## src/pbc_pkg.sv

```systemverilog
/*
 * pbc_pkg: constants of the basic control register block.
 * assumes: a single 200 MHz clock domain.
 */
package pbc_pkg;
    // -------------------------------------------------------------
    // register map
    // -------------------------------------------------------------
    localparam logic [4:0] PBC_BASIC_CONTROL_ADDR = 5'h00;
    localparam int PBC_RESET_BIT = 15;
    localparam int PBC_LOOPBACK_BIT = 14;
    localparam int PBC_RATE_BIT = 13;
    localparam int PBC_AUTONEG_BIT = 12;
    localparam int PBC_LOW_POWER_BIT = 11;
    localparam int PBC_ISOLATE_BIT = 10;
    localparam int PBC_RESTART_BIT = 9;
    localparam int PBC_DUPLEX_BIT = 8;
    localparam int PBC_COLTEST_BIT = 7;
    localparam logic [15:0] PBC_WRITABLE_MASK = 16'hff80;
    // reset value without isolate; isolate follows the strapped address
    localparam logic [15:0] PBC_CONTROL_RESET = 16'h3000;
    localparam logic [4:0] PBC_ZERO_ADDR = 5'h00;
    // -------------------------------------------------------------
    // timing
    // -------------------------------------------------------------
    localparam int PBC_CLK_MHZ = 200;
    localparam int PBC_SOFT_RESET_NS = 1000;
    localparam int PBC_SOFT_RESET_CYCLES =
        (PBC_SOFT_RESET_NS * PBC_CLK_MHZ + 999) / 1000;
    // loopback latency: fewer than 512 bit times; 10 ns per bit at 100M
    localparam int PBC_LOOP_LIMIT_BITS = 512;
    localparam int PBC_LOOP_STAGES = 2;
    localparam int PBC_CNT_W = 16;
endpackage : pbc_pkg

```

## src/pbc_loopback.sv

```systemverilog
/*
 * pbc_loopback: registered mii transmit-to-receive loop path.
 * assumes: mii nibble signals synchronous to sys_clk.
 */
`timescale 1ns/1ps
`default_nettype none
module pbc_loopback
    import pbc_pkg::*;
#(
    parameter int STAGES = PBC_LOOP_STAGES
) (
    input wire logic sys_clk,
    input wire logic rst_n,
    input wire logic flush,
    input wire logic [3:0] tx_data,
    input wire logic tx_en,
    input wire logic tx_er,
    output logic [3:0] rx_data,
    output logic rx_dv,
    output logic rx_er
);
    logic [5:0] pipe_reg [STAGES];

    // a fixed short pipe keeps rx_dv far inside the 512 bit-time bound
    genvar i;
    generate
        for (i = 0; i < STAGES; i++) begin : g_stage
            always_ff @(posedge sys_clk or negedge rst_n) begin
                if (!rst_n) begin
                    pipe_reg[i] <= 6'h00;
                end else if (flush) begin
                    pipe_reg[i] <= 6'h00;
                end else if (i == 0) begin
                    pipe_reg[i] <= {tx_en, tx_er, tx_data};
                end else begin
                    pipe_reg[i] <= pipe_reg[(i == 0) ? 0 : i - 1];
                end
            end
        end
    endgenerate

    assign rx_dv = pipe_reg[STAGES-1][5];
    assign rx_er = pipe_reg[STAGES-1][4];
    assign rx_data = pipe_reg[STAGES-1][3:0];
endmodule // pbc_loopback
`default_nettype wire

```

## src/pbc_basic_control.sv

```systemverilog
/*
 * pbc_basic_control: basic control register of a 10/100 phy and the
 * mode decode it drives (rate, duplex, negotiation, loopback, isolate,
 * low power, soft reset).
 * assumes: management frames already decoded into a one-cycle read or
 * write strobe with 5-bit register address; mii pins synchronous.
 */
`timescale 1ns/1ps
`default_nettype none
module pbc_basic_control
    import pbc_pkg::*;
#(
    parameter int SOFT_RESET_CYCLES = PBC_SOFT_RESET_CYCLES
) (
    input wire logic sys_clk,
    input wire logic rst_n,
    // management access
    input wire logic mgmt_wr,
    input wire logic mgmt_rd,
    input wire logic [4:0] mgmt_addr,
    input wire logic [15:0] mgmt_wdata,
    output logic [15:0] mgmt_rdata,
    output logic mgmt_busy,
    // straps and mode pins
    input wire logic [4:0] phy_address_strap,
    input wire logic hardware_software_select_pin,
    input wire logic rate_select_pin,
    input wire logic negotiation_select_pin,
    input wire logic duplex_select_pin,
    // negotiation engine
    input wire logic neg_done,
    input wire logic neg_speed_100,
    input wire logic neg_full_duplex,
    output logic neg_enable,
    output logic neg_restart,
    // latching status bits held elsewhere
    output logic latch_status_clear,
    output logic soft_reset_active,
    // resolved mode
    output logic speed_100,
    output logic full_duplex,
    // mac side
    input wire logic [3:0] mac_tx_data,
    input wire logic mac_tx_en,
    input wire logic mac_tx_er,
    input wire logic [3:0] line_rx_data,
    input wire logic line_rx_dv,
    input wire logic line_rx_er,
    input wire logic line_crs,
    input wire logic line_col,
    output logic [3:0] mac_rx_data,
    output logic mac_rx_dv,
    output logic mac_rx_er,
    output logic mac_crs,
    output logic mac_col,
    output logic mac_out_oe,
    // line side
    output logic [3:0] line_tx_data,
    output logic line_tx_en,
    output logic line_tx_er,
    output logic pair_transmit_tristate,
    output logic pair_rx_enable,
    output logic col_detect_enable
);
    // -------------------------------------------------------------
    // state
    // -------------------------------------------------------------
    typedef enum logic [1:0] {
        PBC_RUN = 2'b00,
        PBC_SRST = 2'b01,
        PBC_STRAP = 2'b10
    } pbc_state_e;

    pbc_state_e state_reg;
    logic [PBC_CNT_W-1:0] rst_cnt_reg;
    logic loopback_reg;
    logic rate_reg;
    logic autoneg_reg;
    logic low_power_reg;
    logic isolate_reg;
    logic restart_reg;
    logic duplex_reg;
    logic coltest_reg;
    logic low_power_q_reg;
    logic restart_issued_reg;
    logic [15:0] rdata_reg;
    logic access_ok;
    logic wr_ctrl;
    logic strap_isolate;
    logic neg_on;
    logic loop_rx_dv;
    logic loop_rx_er;
    logic [3:0] loop_rx_data;
    logic mac_in_ok;

    assign strap_isolate = (phy_address_strap == PBC_ZERO_ADDR);
    // management writes blocked outside run (soft reset, strap); reads still return the word
    assign access_ok = (state_reg == PBC_RUN);
    assign wr_ctrl = mgmt_wr && access_ok &&
                     (mgmt_addr == PBC_BASIC_CONTROL_ADDR);
    assign mgmt_busy = !access_ok;
    assign soft_reset_active = (state_reg != PBC_RUN);

    // -------------------------------------------------------------
    // soft reset sequencer
    // -------------------------------------------------------------
    // strap is caught by a clock edge after release, never in reset
    always_ff @(posedge sys_clk or negedge rst_n) begin
        if (!rst_n) begin
            state_reg <= PBC_STRAP;
            rst_cnt_reg <= '0;
        end else begin
            case (state_reg)
                PBC_RUN: begin
                    if (wr_ctrl && mgmt_wdata[PBC_RESET_BIT]) begin
                        state_reg <= PBC_SRST;
                        rst_cnt_reg <= '0;
                    end
                end
                PBC_SRST: begin
                    if (rst_cnt_reg ==
                        PBC_CNT_W'(SOFT_RESET_CYCLES - 1)) begin
                        state_reg <= PBC_STRAP;
                    end else begin
                        rst_cnt_reg <= rst_cnt_reg + 1'b1;
                    end
                end
                PBC_STRAP: begin
                    state_reg <= PBC_RUN;
                end
                default: begin
                    state_reg <= PBC_STRAP;
                end
            endcase
        end
    end

    // -------------------------------------------------------------
    // control bits
    // -------------------------------------------------------------
    always_ff @(posedge sys_clk or negedge rst_n) begin
        if (!rst_n) begin
            loopback_reg <= 1'b0;
            rate_reg <= PBC_CONTROL_RESET[PBC_RATE_BIT];
            autoneg_reg <= PBC_CONTROL_RESET[PBC_AUTONEG_BIT];
            low_power_reg <= 1'b0;
            isolate_reg <= 1'b0;
            duplex_reg <= 1'b0;
            coltest_reg <= 1'b0;
        end else if (state_reg != PBC_RUN) begin
            // defaults held through soft reset, isolate from strap
            loopback_reg <= PBC_CONTROL_RESET[PBC_LOOPBACK_BIT];
            rate_reg <= PBC_CONTROL_RESET[PBC_RATE_BIT];
            autoneg_reg <= PBC_CONTROL_RESET[PBC_AUTONEG_BIT];
            low_power_reg <= PBC_CONTROL_RESET[PBC_LOW_POWER_BIT];
            isolate_reg <= strap_isolate;
            duplex_reg <= PBC_CONTROL_RESET[PBC_DUPLEX_BIT];
            coltest_reg <= PBC_CONTROL_RESET[PBC_COLTEST_BIT];
        end else if (wr_ctrl && !mgmt_wdata[PBC_RESET_BIT]) begin
            loopback_reg <= mgmt_wdata[PBC_LOOPBACK_BIT];
            rate_reg <= mgmt_wdata[PBC_RATE_BIT];
            autoneg_reg <= mgmt_wdata[PBC_AUTONEG_BIT];
            low_power_reg <= mgmt_wdata[PBC_LOW_POWER_BIT];
            isolate_reg <= mgmt_wdata[PBC_ISOLATE_BIT];
            duplex_reg <= mgmt_wdata[PBC_DUPLEX_BIT];
            coltest_reg <= mgmt_wdata[PBC_COLTEST_BIT];
        end
    end

    // restart is self-clearing once negotiation has been kicked
    always_ff @(posedge sys_clk or negedge rst_n) begin
        if (!rst_n) begin
            restart_reg <= 1'b0;
            restart_issued_reg <= 1'b0;
        end else if (state_reg != PBC_RUN) begin
            restart_reg <= 1'b0;
            restart_issued_reg <= 1'b0;
        end else if (wr_ctrl && !mgmt_wdata[PBC_RESET_BIT] &&
                     mgmt_wdata[PBC_RESTART_BIT] && neg_on &&
                     mgmt_wdata[PBC_AUTONEG_BIT]) begin
            restart_reg <= 1'b1;
            restart_issued_reg <= 1'b0;
        end else if (restart_reg && !restart_issued_reg) begin
            restart_issued_reg <= 1'b1;
        end else if (restart_reg) begin
            restart_reg <= 1'b0;
            restart_issued_reg <= 1'b0;
        end
    end

    assign neg_restart = restart_reg && !restart_issued_reg;

    // entering low power through the bit, and every cycle outside run (soft reset, strap), clear latched status
    always_ff @(posedge sys_clk or negedge rst_n) begin
        if (!rst_n) begin
            low_power_q_reg <= 1'b0;
        end else begin
            low_power_q_reg <= low_power_reg;
        end
    end

    assign latch_status_clear = (low_power_reg && !low_power_q_reg) ||
                                (state_reg != PBC_RUN);

    // -------------------------------------------------------------
    // read path
    // -------------------------------------------------------------
    always_ff @(posedge sys_clk or negedge rst_n) begin
        if (!rst_n) begin
            rdata_reg <= 16'h0000;
        end else if (mgmt_rd && mgmt_addr == PBC_BASIC_CONTROL_ADDR) begin
            rdata_reg <= '0;
            rdata_reg[PBC_RESET_BIT] <= !access_ok;
            rdata_reg[PBC_LOOPBACK_BIT] <= loopback_reg;
            rdata_reg[PBC_RATE_BIT] <= rate_reg;
            rdata_reg[PBC_AUTONEG_BIT] <= autoneg_reg;
            rdata_reg[PBC_LOW_POWER_BIT] <= low_power_reg;
            rdata_reg[PBC_ISOLATE_BIT] <= isolate_reg;
            rdata_reg[PBC_RESTART_BIT] <= restart_reg;
            rdata_reg[PBC_DUPLEX_BIT] <= duplex_reg;
            rdata_reg[PBC_COLTEST_BIT] <= coltest_reg;
        end else if (mgmt_rd) begin
            rdata_reg <= 16'h0000;
        end
    end

    assign mgmt_rdata = rdata_reg;

    // -------------------------------------------------------------
    // mode resolution
    // -------------------------------------------------------------
    // pins rule in hardware mode; bits undefined then
    assign neg_on = hardware_software_select_pin ? autoneg_reg
                                                 : negotiation_select_pin;
    assign neg_enable = neg_on && access_ok && !low_power_reg;

    always_comb begin
        if (!hardware_software_select_pin) begin
            speed_100 = rate_select_pin;
            full_duplex = duplex_select_pin;
        end else if (autoneg_reg) begin
            speed_100 = neg_done ? neg_speed_100 : rate_reg;
            full_duplex = neg_done && neg_full_duplex;
        end else begin
            speed_100 = rate_reg;
            // duplex bit ignored in loopback
            full_duplex = duplex_reg && !loopback_reg;
        end
    end

    // -------------------------------------------------------------
    // data paths
    // -------------------------------------------------------------
    // same path for any mac interface option: no config input here
    assign mac_in_ok = !isolate_reg && !low_power_reg &&
                       access_ok;

    pbc_loopback #(
        .STAGES(PBC_LOOP_STAGES)
    ) u_loop (
        .sys_clk(sys_clk),
        .rst_n(rst_n),
        .flush(!loopback_reg || !mac_in_ok),
        .tx_data(mac_tx_data),
        .tx_en(mac_tx_en),
        .tx_er(mac_tx_er),
        .rx_data(loop_rx_data),
        .rx_dv(loop_rx_dv),
        .rx_er(loop_rx_er)
    );

    assign pair_transmit_tristate = low_power_reg || loopback_reg ||
                                    !access_ok;
    assign pair_rx_enable = !loopback_reg && !low_power_reg;
    assign col_detect_enable = !low_power_reg &&
                               (!loopback_reg || coltest_reg);

    // line transmit only when pair is live
    always_ff @(posedge sys_clk or negedge rst_n) begin
        if (!rst_n) begin
            line_tx_data <= 4'h0;
            line_tx_en <= 1'b0;
            line_tx_er <= 1'b0;
        end else if (mac_in_ok && !loopback_reg) begin
            line_tx_data <= mac_tx_data;
            line_tx_en <= mac_tx_en;
            line_tx_er <= mac_tx_er;
        end else begin
            line_tx_data <= 4'h0;
            line_tx_en <= 1'b0;
            line_tx_er <= 1'b0;
        end
    end

    // mac receive outputs, forced low in low power
    always_ff @(posedge sys_clk or negedge rst_n) begin
        if (!rst_n) begin
            mac_rx_data <= 4'h0;
            mac_rx_dv <= 1'b0;
            mac_rx_er <= 1'b0;
            mac_crs <= 1'b0;
            mac_col <= 1'b0;
        end else if (low_power_reg || !access_ok) begin
            mac_rx_data <= 4'h0;
            mac_rx_dv <= 1'b0;
            mac_rx_er <= 1'b0;
            mac_crs <= 1'b0;
            mac_col <= 1'b0;
        end else if (loopback_reg) begin
            mac_rx_data <= loop_rx_data;
            mac_rx_dv <= loop_rx_dv;
            mac_rx_er <= loop_rx_er;
            mac_crs <= mac_tx_en && mac_in_ok;
            mac_col <= coltest_reg && mac_tx_en && mac_in_ok;
        end else begin
            mac_rx_data <= line_rx_data;
            mac_rx_dv <= line_rx_dv;
            mac_rx_er <= line_rx_er;
            mac_crs <= line_crs;
            mac_col <= line_col && col_detect_enable;
        end
    end

    // isolate floats mac outputs; low power drives them low instead
    assign mac_out_oe = !isolate_reg || low_power_reg;
endmodule // pbc_basic_control
`default_nettype wire

```

## config.mk

```make
export PLATFORM = sky130hd
export DESIGN_NAME = pbc_basic_control
export DESIGN_NICKNAME = d
export VERILOG_FILES = /design/src/pbc_pkg.sv /design/src/pbc_loopback.sv /design/src/pbc_basic_control.sv
export SDC_FILE = /design/constraint.sdc
export NUM_CORES = 1
export LEC_CHECK = 0
export BUFFER_PORTS_ARGS = -buffer_cell sky130_fd_sc_hd__buf_2
export CORE_MARGIN = 2
export CORE_UTILIZATION = 47
export CTS_BUF_LIST = sky130_fd_sc_hd__clkbuf_4 sky130_fd_sc_hd__clkbuf_8
export DETAILED_ROUTE_END_ITERATION = 8
export PLACE_DENSITY = 0.85
export REMOVE_ABC_BUFFERS = 1
export SYNTH_ARGS = -nofsm -noshare
export SYNTH_HDL_FRONTEND = slang
export SYNTH_SLANG_ARGS = --single-unit
```

## constraint.sdc

```tcl
create_clock -name sys_clk -period 1.5 [get_ports sys_clk]
set_input_delay 0.225 -clock sys_clk [delete_from_list [all_inputs] [get_ports sys_clk]]
set_output_delay 0.225 -clock sys_clk [all_outputs]
set_load 0.02 [all_outputs]
```

==> reports/summary.txt, run 1 <==
Status -> finished, violations left
Failing checks -> setup timing
CTS sink cnt -> 63
Worst-Skew Late Latency -> 0.35 ns
Global Route Usage Sum -> 25.8%
Vias -> 2614
Period utilisation layout -> 115%
Crit path cell chain -> or3_4, buf_6, nor2_4, buf_6
Die Span Y -> 81.5 µm
WHS -> 0.0923 ns
Synth Instances -> 269
Worst Setup Start Kind -> flop
Worst-margin pin slew -> 0.518 ns
WP buf/inv -> 2
Worst-path clk slew -> 0.06 ns
Initial antenna violation count -> 0
Crit. End Element -> output pin
Synth unique cells -> 42
1st-iter DRT viols -> 201
Synth top area cells -> dfrtp_1 53%, mux2i_1 5.3%, and2_1 4.2%, nor2_1 3.6%, dfstp_2 2.8%
Ant. Diodes -> 0
Register area -> 1580 µm²
Crit-path leading delay family -> simple AND/OR/NAND/NOR gates
Final setup vio count -> 27
CTS max path bufs -> 2
Setup CP Type -> reg -> out
CTS H-tree depth -> 3
Final Max Tran Viols -> 0
Most frequent cell after synthesis -> dfrtp_1
HP Class -> in -> reg
I/O pin count -> 92
Final WS setup -> -0.223 ns
Mapped Area -> 2820 µm²
Crit-path slowest cell -> dfrtp_2
TNS Setup -> -3.22 ns
CTS root buf -> clkbuf_8
Syn-to-layout area delta -> 44.5%
Commonest cells in the netlist -> 60 x dfrtp_1, 27 x nor2_1, 19 x and2_1, 19 x nand2_1, 16 x inv_1
Total number of placement rows -> 28
Post-Route WL -> 8060 µm
Slowest Stage Delay on Critical Path -> 0.41 ns
Total core area -> 5850 µm²
Syn_area_per_cell -> 10.5 µm²
Drt via density -> 5.50
CP max FO -> 3
Max-cap violations -> 0
Largest area contributor in the netlist -> dfrtp_1
Sequential share of the synthesized area -> 56.0%
Hpwl dp -> 5050 µm
Clock buffer count from CTS -> 9
Overflow after GRT -> 0
Fmax achieved -> 580 MHz
Fraction of layout cells with a size suffix above 1 -> 45.0%
Detail Route Antenna Nets -> 0
Layout Skew -> 0.00487 ns
Worst EP required -> 1.27 ns
Initial DRT Pass Iterations -> 4
Power Density -> 1510 nW/µm²
Residual DRC -> 0
Overall Power -> 6.14 mW
Final nets -> 447
Post-Place Worst Slack -> -0.112 ns
Largest net degree at the start of global routing -> 27
Global-route wire length before repair -> 12600 µm
LEAKAGE -> 2.08 nW
Worst VDD drop -> 1290 µV
CTS tree -> done
Routed WL per cell -> 17.0 µm
RSZ-0062 raised after global routing -> yes
Die width -> 81.5 µm
Die area -> 6640 µm²
Register bit total from synthesis -> 63
Vias in the first global route -> 2705
Critical path's most frequent cell -> buf_6
Final hold violations -> 0
Fillers -> 385
Most used DFF post-synth -> dfrtp_1
Rel. slew slack -> 65.5%
Multi-input gate area -> 1260 µm²
Worst endpoint data arrival time -> 1.50 ns
Number of flip-flops in the largest register -> 16
EDFF count, synth -> 0
Synth Warn # -> 0
Final GP Congestion -> 0.866
Share of the synthesized area in the top cell type -> 53.2%
Initial Utilization -> 48.2%
IO buf count -> 77
FFs w/ async S/R, synth -> 100%
Minimum clock period -> 1.72 ns
[cell type report]
| class | count | area share [%] |
|---|---|---|
| Sequential cell | 63 | 38.8 |
| Clock inverter | 3 | 0.982 |
| Clock buffer | 13 | 4.24 |
| Inverter | 16 | 1.54 |
| Multi-Input combinational cell | 179 | 31.0 |
| Tap cell | 75 | 2.30 |
| Timing Repair Buffer | 126 | 21.1 |
[power by group]
part / internal [mW] / switching (mW) / leakage, nW
Sequential: 1.99 / 0.232 / 0.832
Combinational: 1.07 / 1.29 / 1.13
Clock: 0.916 / 0.644 / 0.113
Total: 3.98 / 2.16 / 2.08
[worst paths after layout]
check / from / end / slack (ns) / cells after the start
hold / removal: mac_tx_data[0] / u_loop.pipe_reg[6] / 0.09 / 2
max in group asynchronous: rst_n / state_reg[1] / 0.55 / 3
min in group asynchronous: rst_n / rst_cnt_reg[13] / 0.38 / 2
hold reg to reg: u_loop.pipe_reg[9] / u_loop.rx_data[3] / 0.45 / 1
setup reg to reg: state_reg[0] / mac_col / -0.17 / 6
setup / recovery: state_reg[0] / neg_enable / -0.22 / 4
[through the flow]
| step | utilization [%] | std cells | cell area [µm²] |
|---|---|---|---|
| floorplan | - | 258 | 2740 |
| global placement | 59.7 | 441 | 3490 |
| detailed placement | 59.7 | 441 | 3490 |
| CTS | 67.1 | 472 | 3930 |
| global route | 69.7 | 475 | 4080 |
| finish | 69.7 | 475 | 4080 |
[routing by layer]
metal	global-route usage, %	part of all wire (%)	vias to the layer above
met5	0	0	-
met4	11.2	4.3	0
met3	10.0	7.6	43
met2	44.6	51	137
met1	28.0	37	1264
li1	-	-	1170
[cells in the final DEF (no fill, tap or decap), types with 3 or more instances in the layout]
cell | Yosys | final
dfrtp_1 | 60 | 58
nand4_1 | 6 | 6
nand3_1 | 9 | 7
nor2_1 | 27 | 23
a21oi_2 | 0 | 4
o21ai_0 | 5 | 4
buf_4 | 8 | 41
o31ai_1 | 5 | 5
buf_6 | 0 | 12
nand3_2 | 3 | 4
nor2_4 | 0 | 4
buf_2 | 4 | 69
buf_12 | 0 | 3
o22ai_1 | 9 | 9
dfstp_2 | 3 | 3
nor3_1 | 4 | 3
conb_1 | 1 | 7
or4_1 | 3 | 3
clkbuf_8 | 0 | 12
a21oi_1 | 11 | 7
nand2_1 | 19 | 18
xnor2_1 | 3 | 3
and2_1 | 19 | 18
mux2i_1 | 15 | 14
inv_1 | 16 | 13
xor2_1 | 4 | 4
and3_1 | 4 | 3
or3_1 | 5 | 3
[what timing repair did]
| item | in CTS | in global routing |
|---|---|---|
| endpoints found under the setup margin | 32 | 37 |
| buffers inserted | 13 | 4 |
| hold buffers | 1 | 0 |
| pin swaps | 11 | 8 |
| gates resized for setup | 33 | 29 |
| endpoints found under the hold margin | 16 | 0 |
| gates cloned | 1 | 0 |
[logic make-up (layout without fill, tap and decap cells)]
family / after synthesis / after routing / share of synthesized area (%)
DFF: 63 / 63 / 56.0
buffers and inverters: 33 / 158 / 5.63
other: 1 / 7 / 0.133
and+or+nand+nor: 113 / 113 / 22.3
adders and majority gates: 1 / 1 / 0.444
xor gates and xnor gates: 7 / 7 / 2.17
AOI/OAI and AO/OA: 36 / 36 / 7.94
muxes: 15 / 15 / 5.32
No activity file was read; power rests on OpenSTA's default activity.
==> inputs of run 2 (changes only) <==
--- a/config.mk
+++ b/config.mk
@@ -6,6 +6,7 @@
 export NUM_CORES = 1
 export LEC_CHECK = 0
 export BUFFER_PORTS_ARGS = -buffer_cell sky130_fd_sc_hd__buf_2
+export CORE_ASPECT_RATIO = 1.5
 export CORE_MARGIN = 2
 export CORE_UTILIZATION = 47
 export CTS_BUF_LIST = sky130_fd_sc_hd__clkbuf_4 sky130_fd_sc_hd__clkbuf_8
==> run 2 against run 1 <==
  * The run still ends with setup timing left
  * Clock power rose by 17%
  * Routed wire length increased by 11%
  * Clock skew grew 0.0049 ns
  * Fmax fell by 2.2%
  * Combinational power up 7%
  * Setup slack got worse by 0.039 ns
  * Sequential cell count did not move
  * Critical path depth unchanged
  * Critical endpoint unchanged
  * Highest routed layer unchanged
==> reports/summary.txt, run 2 (same netlist as run 1, synthesis figures left out) <==
CTS tree -> done (unchanged)
RSZ-0062 raised after global routing -> yes (unchanged)
Most common cell after layout, fill and taps aside -> buf_2 (unchanged)
LEAKAGE -> 2.06 nW (was 2.08 nW)
Final nets -> 439 (was 447)
Crit. End Element -> output pin (unchanged)
Ant. Diodes -> 0 (unchanged)
Worst EP required -> 1.27 ns (about the same)
Register share of total power -> 34.1% (was 36.3%)
Syn-to-layout area delta -> 45.9% (was 44.5%)
Detail Route Antenna Nets -> 0 (unchanged)
HP Class -> in -> reg (unchanged)
Vias in the first global route -> 2634 (was 2705)
I/O pin count -> 92 (unchanged)
Worst-path clk slew -> 0.08 ns (was 0.06 ns)
Die area -> 6650 µm² (was 6640 µm²)
Worst Setup Start Kind -> flop (unchanged)
Post-Route WL -> 8950 µm (was 8060 µm)
Number of flip-flops in the largest register -> 16 (unchanged)
Fraction of layout cells with a size suffix above 1 -> 46.7% (was 45.0%)
Sw Share -> 35.9% (was 35.2%)
CTS root buf -> clkbuf_8 (unchanged)
Die width -> 67.2 µm (was 81.5 µm)
Failing checks -> setup timing (unchanged)
Total core area -> 5790 µm² (was 5850 µm²)
CTS sink cnt -> 63 (unchanged)
Fmax achieved -> 567 MHz (was 580 MHz)
Worst VDD drop -> 1460 µV (was 1290 µV)
1st-iter DRT viols -> 152 (was 201)
Psw -> 2.37 mW (was 2.16 mW)
Setup CP Type -> reg -> out (unchanged)
Largest net degree at the start of global routing -> 27 (unchanged)
Residual DRC -> 0 (unchanged)
Hpwl dp -> 5150 µm (was 5050 µm)
Final GP Congestion -> 0.872 (was 0.866)
Worst-margin pin slew -> 0.656 ns (was 0.518 ns)
Combinational share of power -> 38.3% (about the same)
CTS H-tree depth -> 3 (unchanged)
DP Cell Count -> 437 (was 441)
Rel. slew slack -> 56.3% (was 65.5%)
Final Max Tran Viols -> 0 (unchanged)
Status -> finished, violations left (unchanged)
Final WS setup -> -0.262 ns (was -0.223 ns)
Clock buffer count from CTS -> 9 (unchanged)
Layout Skew -> 0.00979 ns (was 0.00487 ns)
Most frequent cells in the layout -> 71 x buf_2, 57 x dfrtp_1, 27 x buf_4 (was 69 x buf_2, 58 x dfrtp_1, 41 x buf_4)
Routed WL per cell -> 19.3 µm (was 17.0 µm)
Vias -> 2614 (unchanged)
Worst-Skew Late Latency -> 0.35 ns (about the same)
Clk pwr share -> 27.6% (was 25.4%)
Fillers -> 379 (was 385)
Initial DRT Pass Iterations -> 4 (unchanged)
Overflow after GRT -> 0 (unchanged)
Drt via density -> 5.63 (was 5.50)
Power Density -> 1600 nW/µm² (was 1510 nW/µm²)
CP max FO -> 3 (unchanged)
Global-route wire length before repair -> 12800 µm (was 12600 µm)
Overall Power -> 6.59 mW (was 6.14 mW)
Max-cap violations -> 0 (unchanged)
Minimum clock period -> 1.76 ns (was 1.72 ns)
Die Span Y -> 98.9 µm (was 81.5 µm)
TNS Setup -> -3.69 ns (was -3.22 ns)
Global Route Usage Sum -> 26.2% (was 25.8%)
Power Internal -> 4.22 mW (was 3.98 mW)
Final hold violations -> 0 (unchanged)
Initial antenna violation count -> 0 (unchanged)
Period utilisation layout -> 117% (was 115%)
Final setup vio count -> 34 (was 27)
CTS max path bufs -> 2 (unchanged)
IO buf count -> 77 (unchanged)
Total number of placement rows -> 34 (was 28)
Initial Utilization -> 48.7% (was 48.2%)
Final non-filler cell total -> 464 (was 475)
WHS -> 0.0881 ns (was 0.0923 ns)
Worst endpoint data arrival time -> 1.54 ns (was 1.50 ns)
[run 2: changes by cell type in the layout (fill, tap and decap cells not counted), sizes merged]
cell / previous run / this run
buf: 125 / 116
clkbuf: 13 / 9
clkinvlp: 0 / 1
bufinv: 1 / 3
inv: 16 / 17
a41o: 1 / 2
[run 2: final timing paths]
kind / depth (start not counted) / from / endpoint / slack (ns)
worst max-delay path: 4 / low_power_reg / neg_enable / -0.26
worst min-delay path: 2 / line_crs / mac_crs / 0.09
worst max register to register: 6 / state_reg[0] / rst_cnt_reg[14] / -0.15
worst min register to register: 1 / u_loop.pipe_reg[10] / u_loop.rx_er / 0.46
max in group asynchronous: 3 / rst_n / mac_rx_dv / 0.49
min in group asynchronous: 2 / rst_n / mgmt_rdata[12] / 0.44
[run 2: cell type report]
| type | count | area (µm²) | area share [%] |
|---|---|---|---|
| Multi-Input combinational cell | 180 | 1340 | 32.7 |
| Inverter | 16 | 60.1 | 1.46 |
| Tap cell | 72 | 90.1 | 2.19 |
| Clock buffer | 9 | 124 | 3.01 |
| Sequential cell | 63 | 1580 | 38.5 |
| Clock inverter | 7 | 120 | 2.92 |
| Timing Repair Buffer | 117 | 792 | 19.3 |
[run 2: worst max-delay path, cell delays in order (launching register included)]
cell	delay [ns]
dfrtp_1	0.40
or3_4	0.43
buf_6	0.14
nor2_4	0.09
buf_6	0.12
[run 2: power by group through the flow]
stage / logic, mW / registers, mW / clock network [mW]
floorplan: 0.723 / 2.41 / 0
global placement: 1.70 / 2.20 / 0
detailed placement: 1.78 / 2.22 / 0
CTS: 2.20 / 2.20 / 1.81
global route: 2.66 / 2.27 / 1.91
finish: 2.52 / 2.25 / 1.82
[run 2: what timing repair did]
| item | CTS | global route |
|---|---|---|
| setup buffers | 8 | 3 |
| endpoints found under the hold margin | 20 | 0 |
| gates resized for setup | 36 | 45 |
| pin swaps | 11 | 18 |
| hold buffers | 1 | 0 |
| cloned | 1 | 0 |
| endpoints found under the setup margin | 34 | 47 |
[run 2: stage by stage]
step                worst slack [ns]  instance area, µm²  util [%]
detailed placement            -0.119                3470      60.0
global route                  -0.304                4110      71.1
finish                        -0.262                4110      71.1
global placement             -0.0496                3470      60.0
floorplan                     -0.132                2740         -
CTS                           -0.211                3930      68.0
[run 2: layer usage]
layer / part of all wire, % / up-vias / global-route usage, % / wire length (µm)
li1: - / 1155 / - / -
met4: 5.1 / 0 / 15.7 / 452
met2: 55 / 128 / 45.0 / 4920
met1: 35 / 1291 / 28.8 / 3150
met3: 4.7 / 40 / 5.59 / 420
met5: 0 / - / 0 / 0
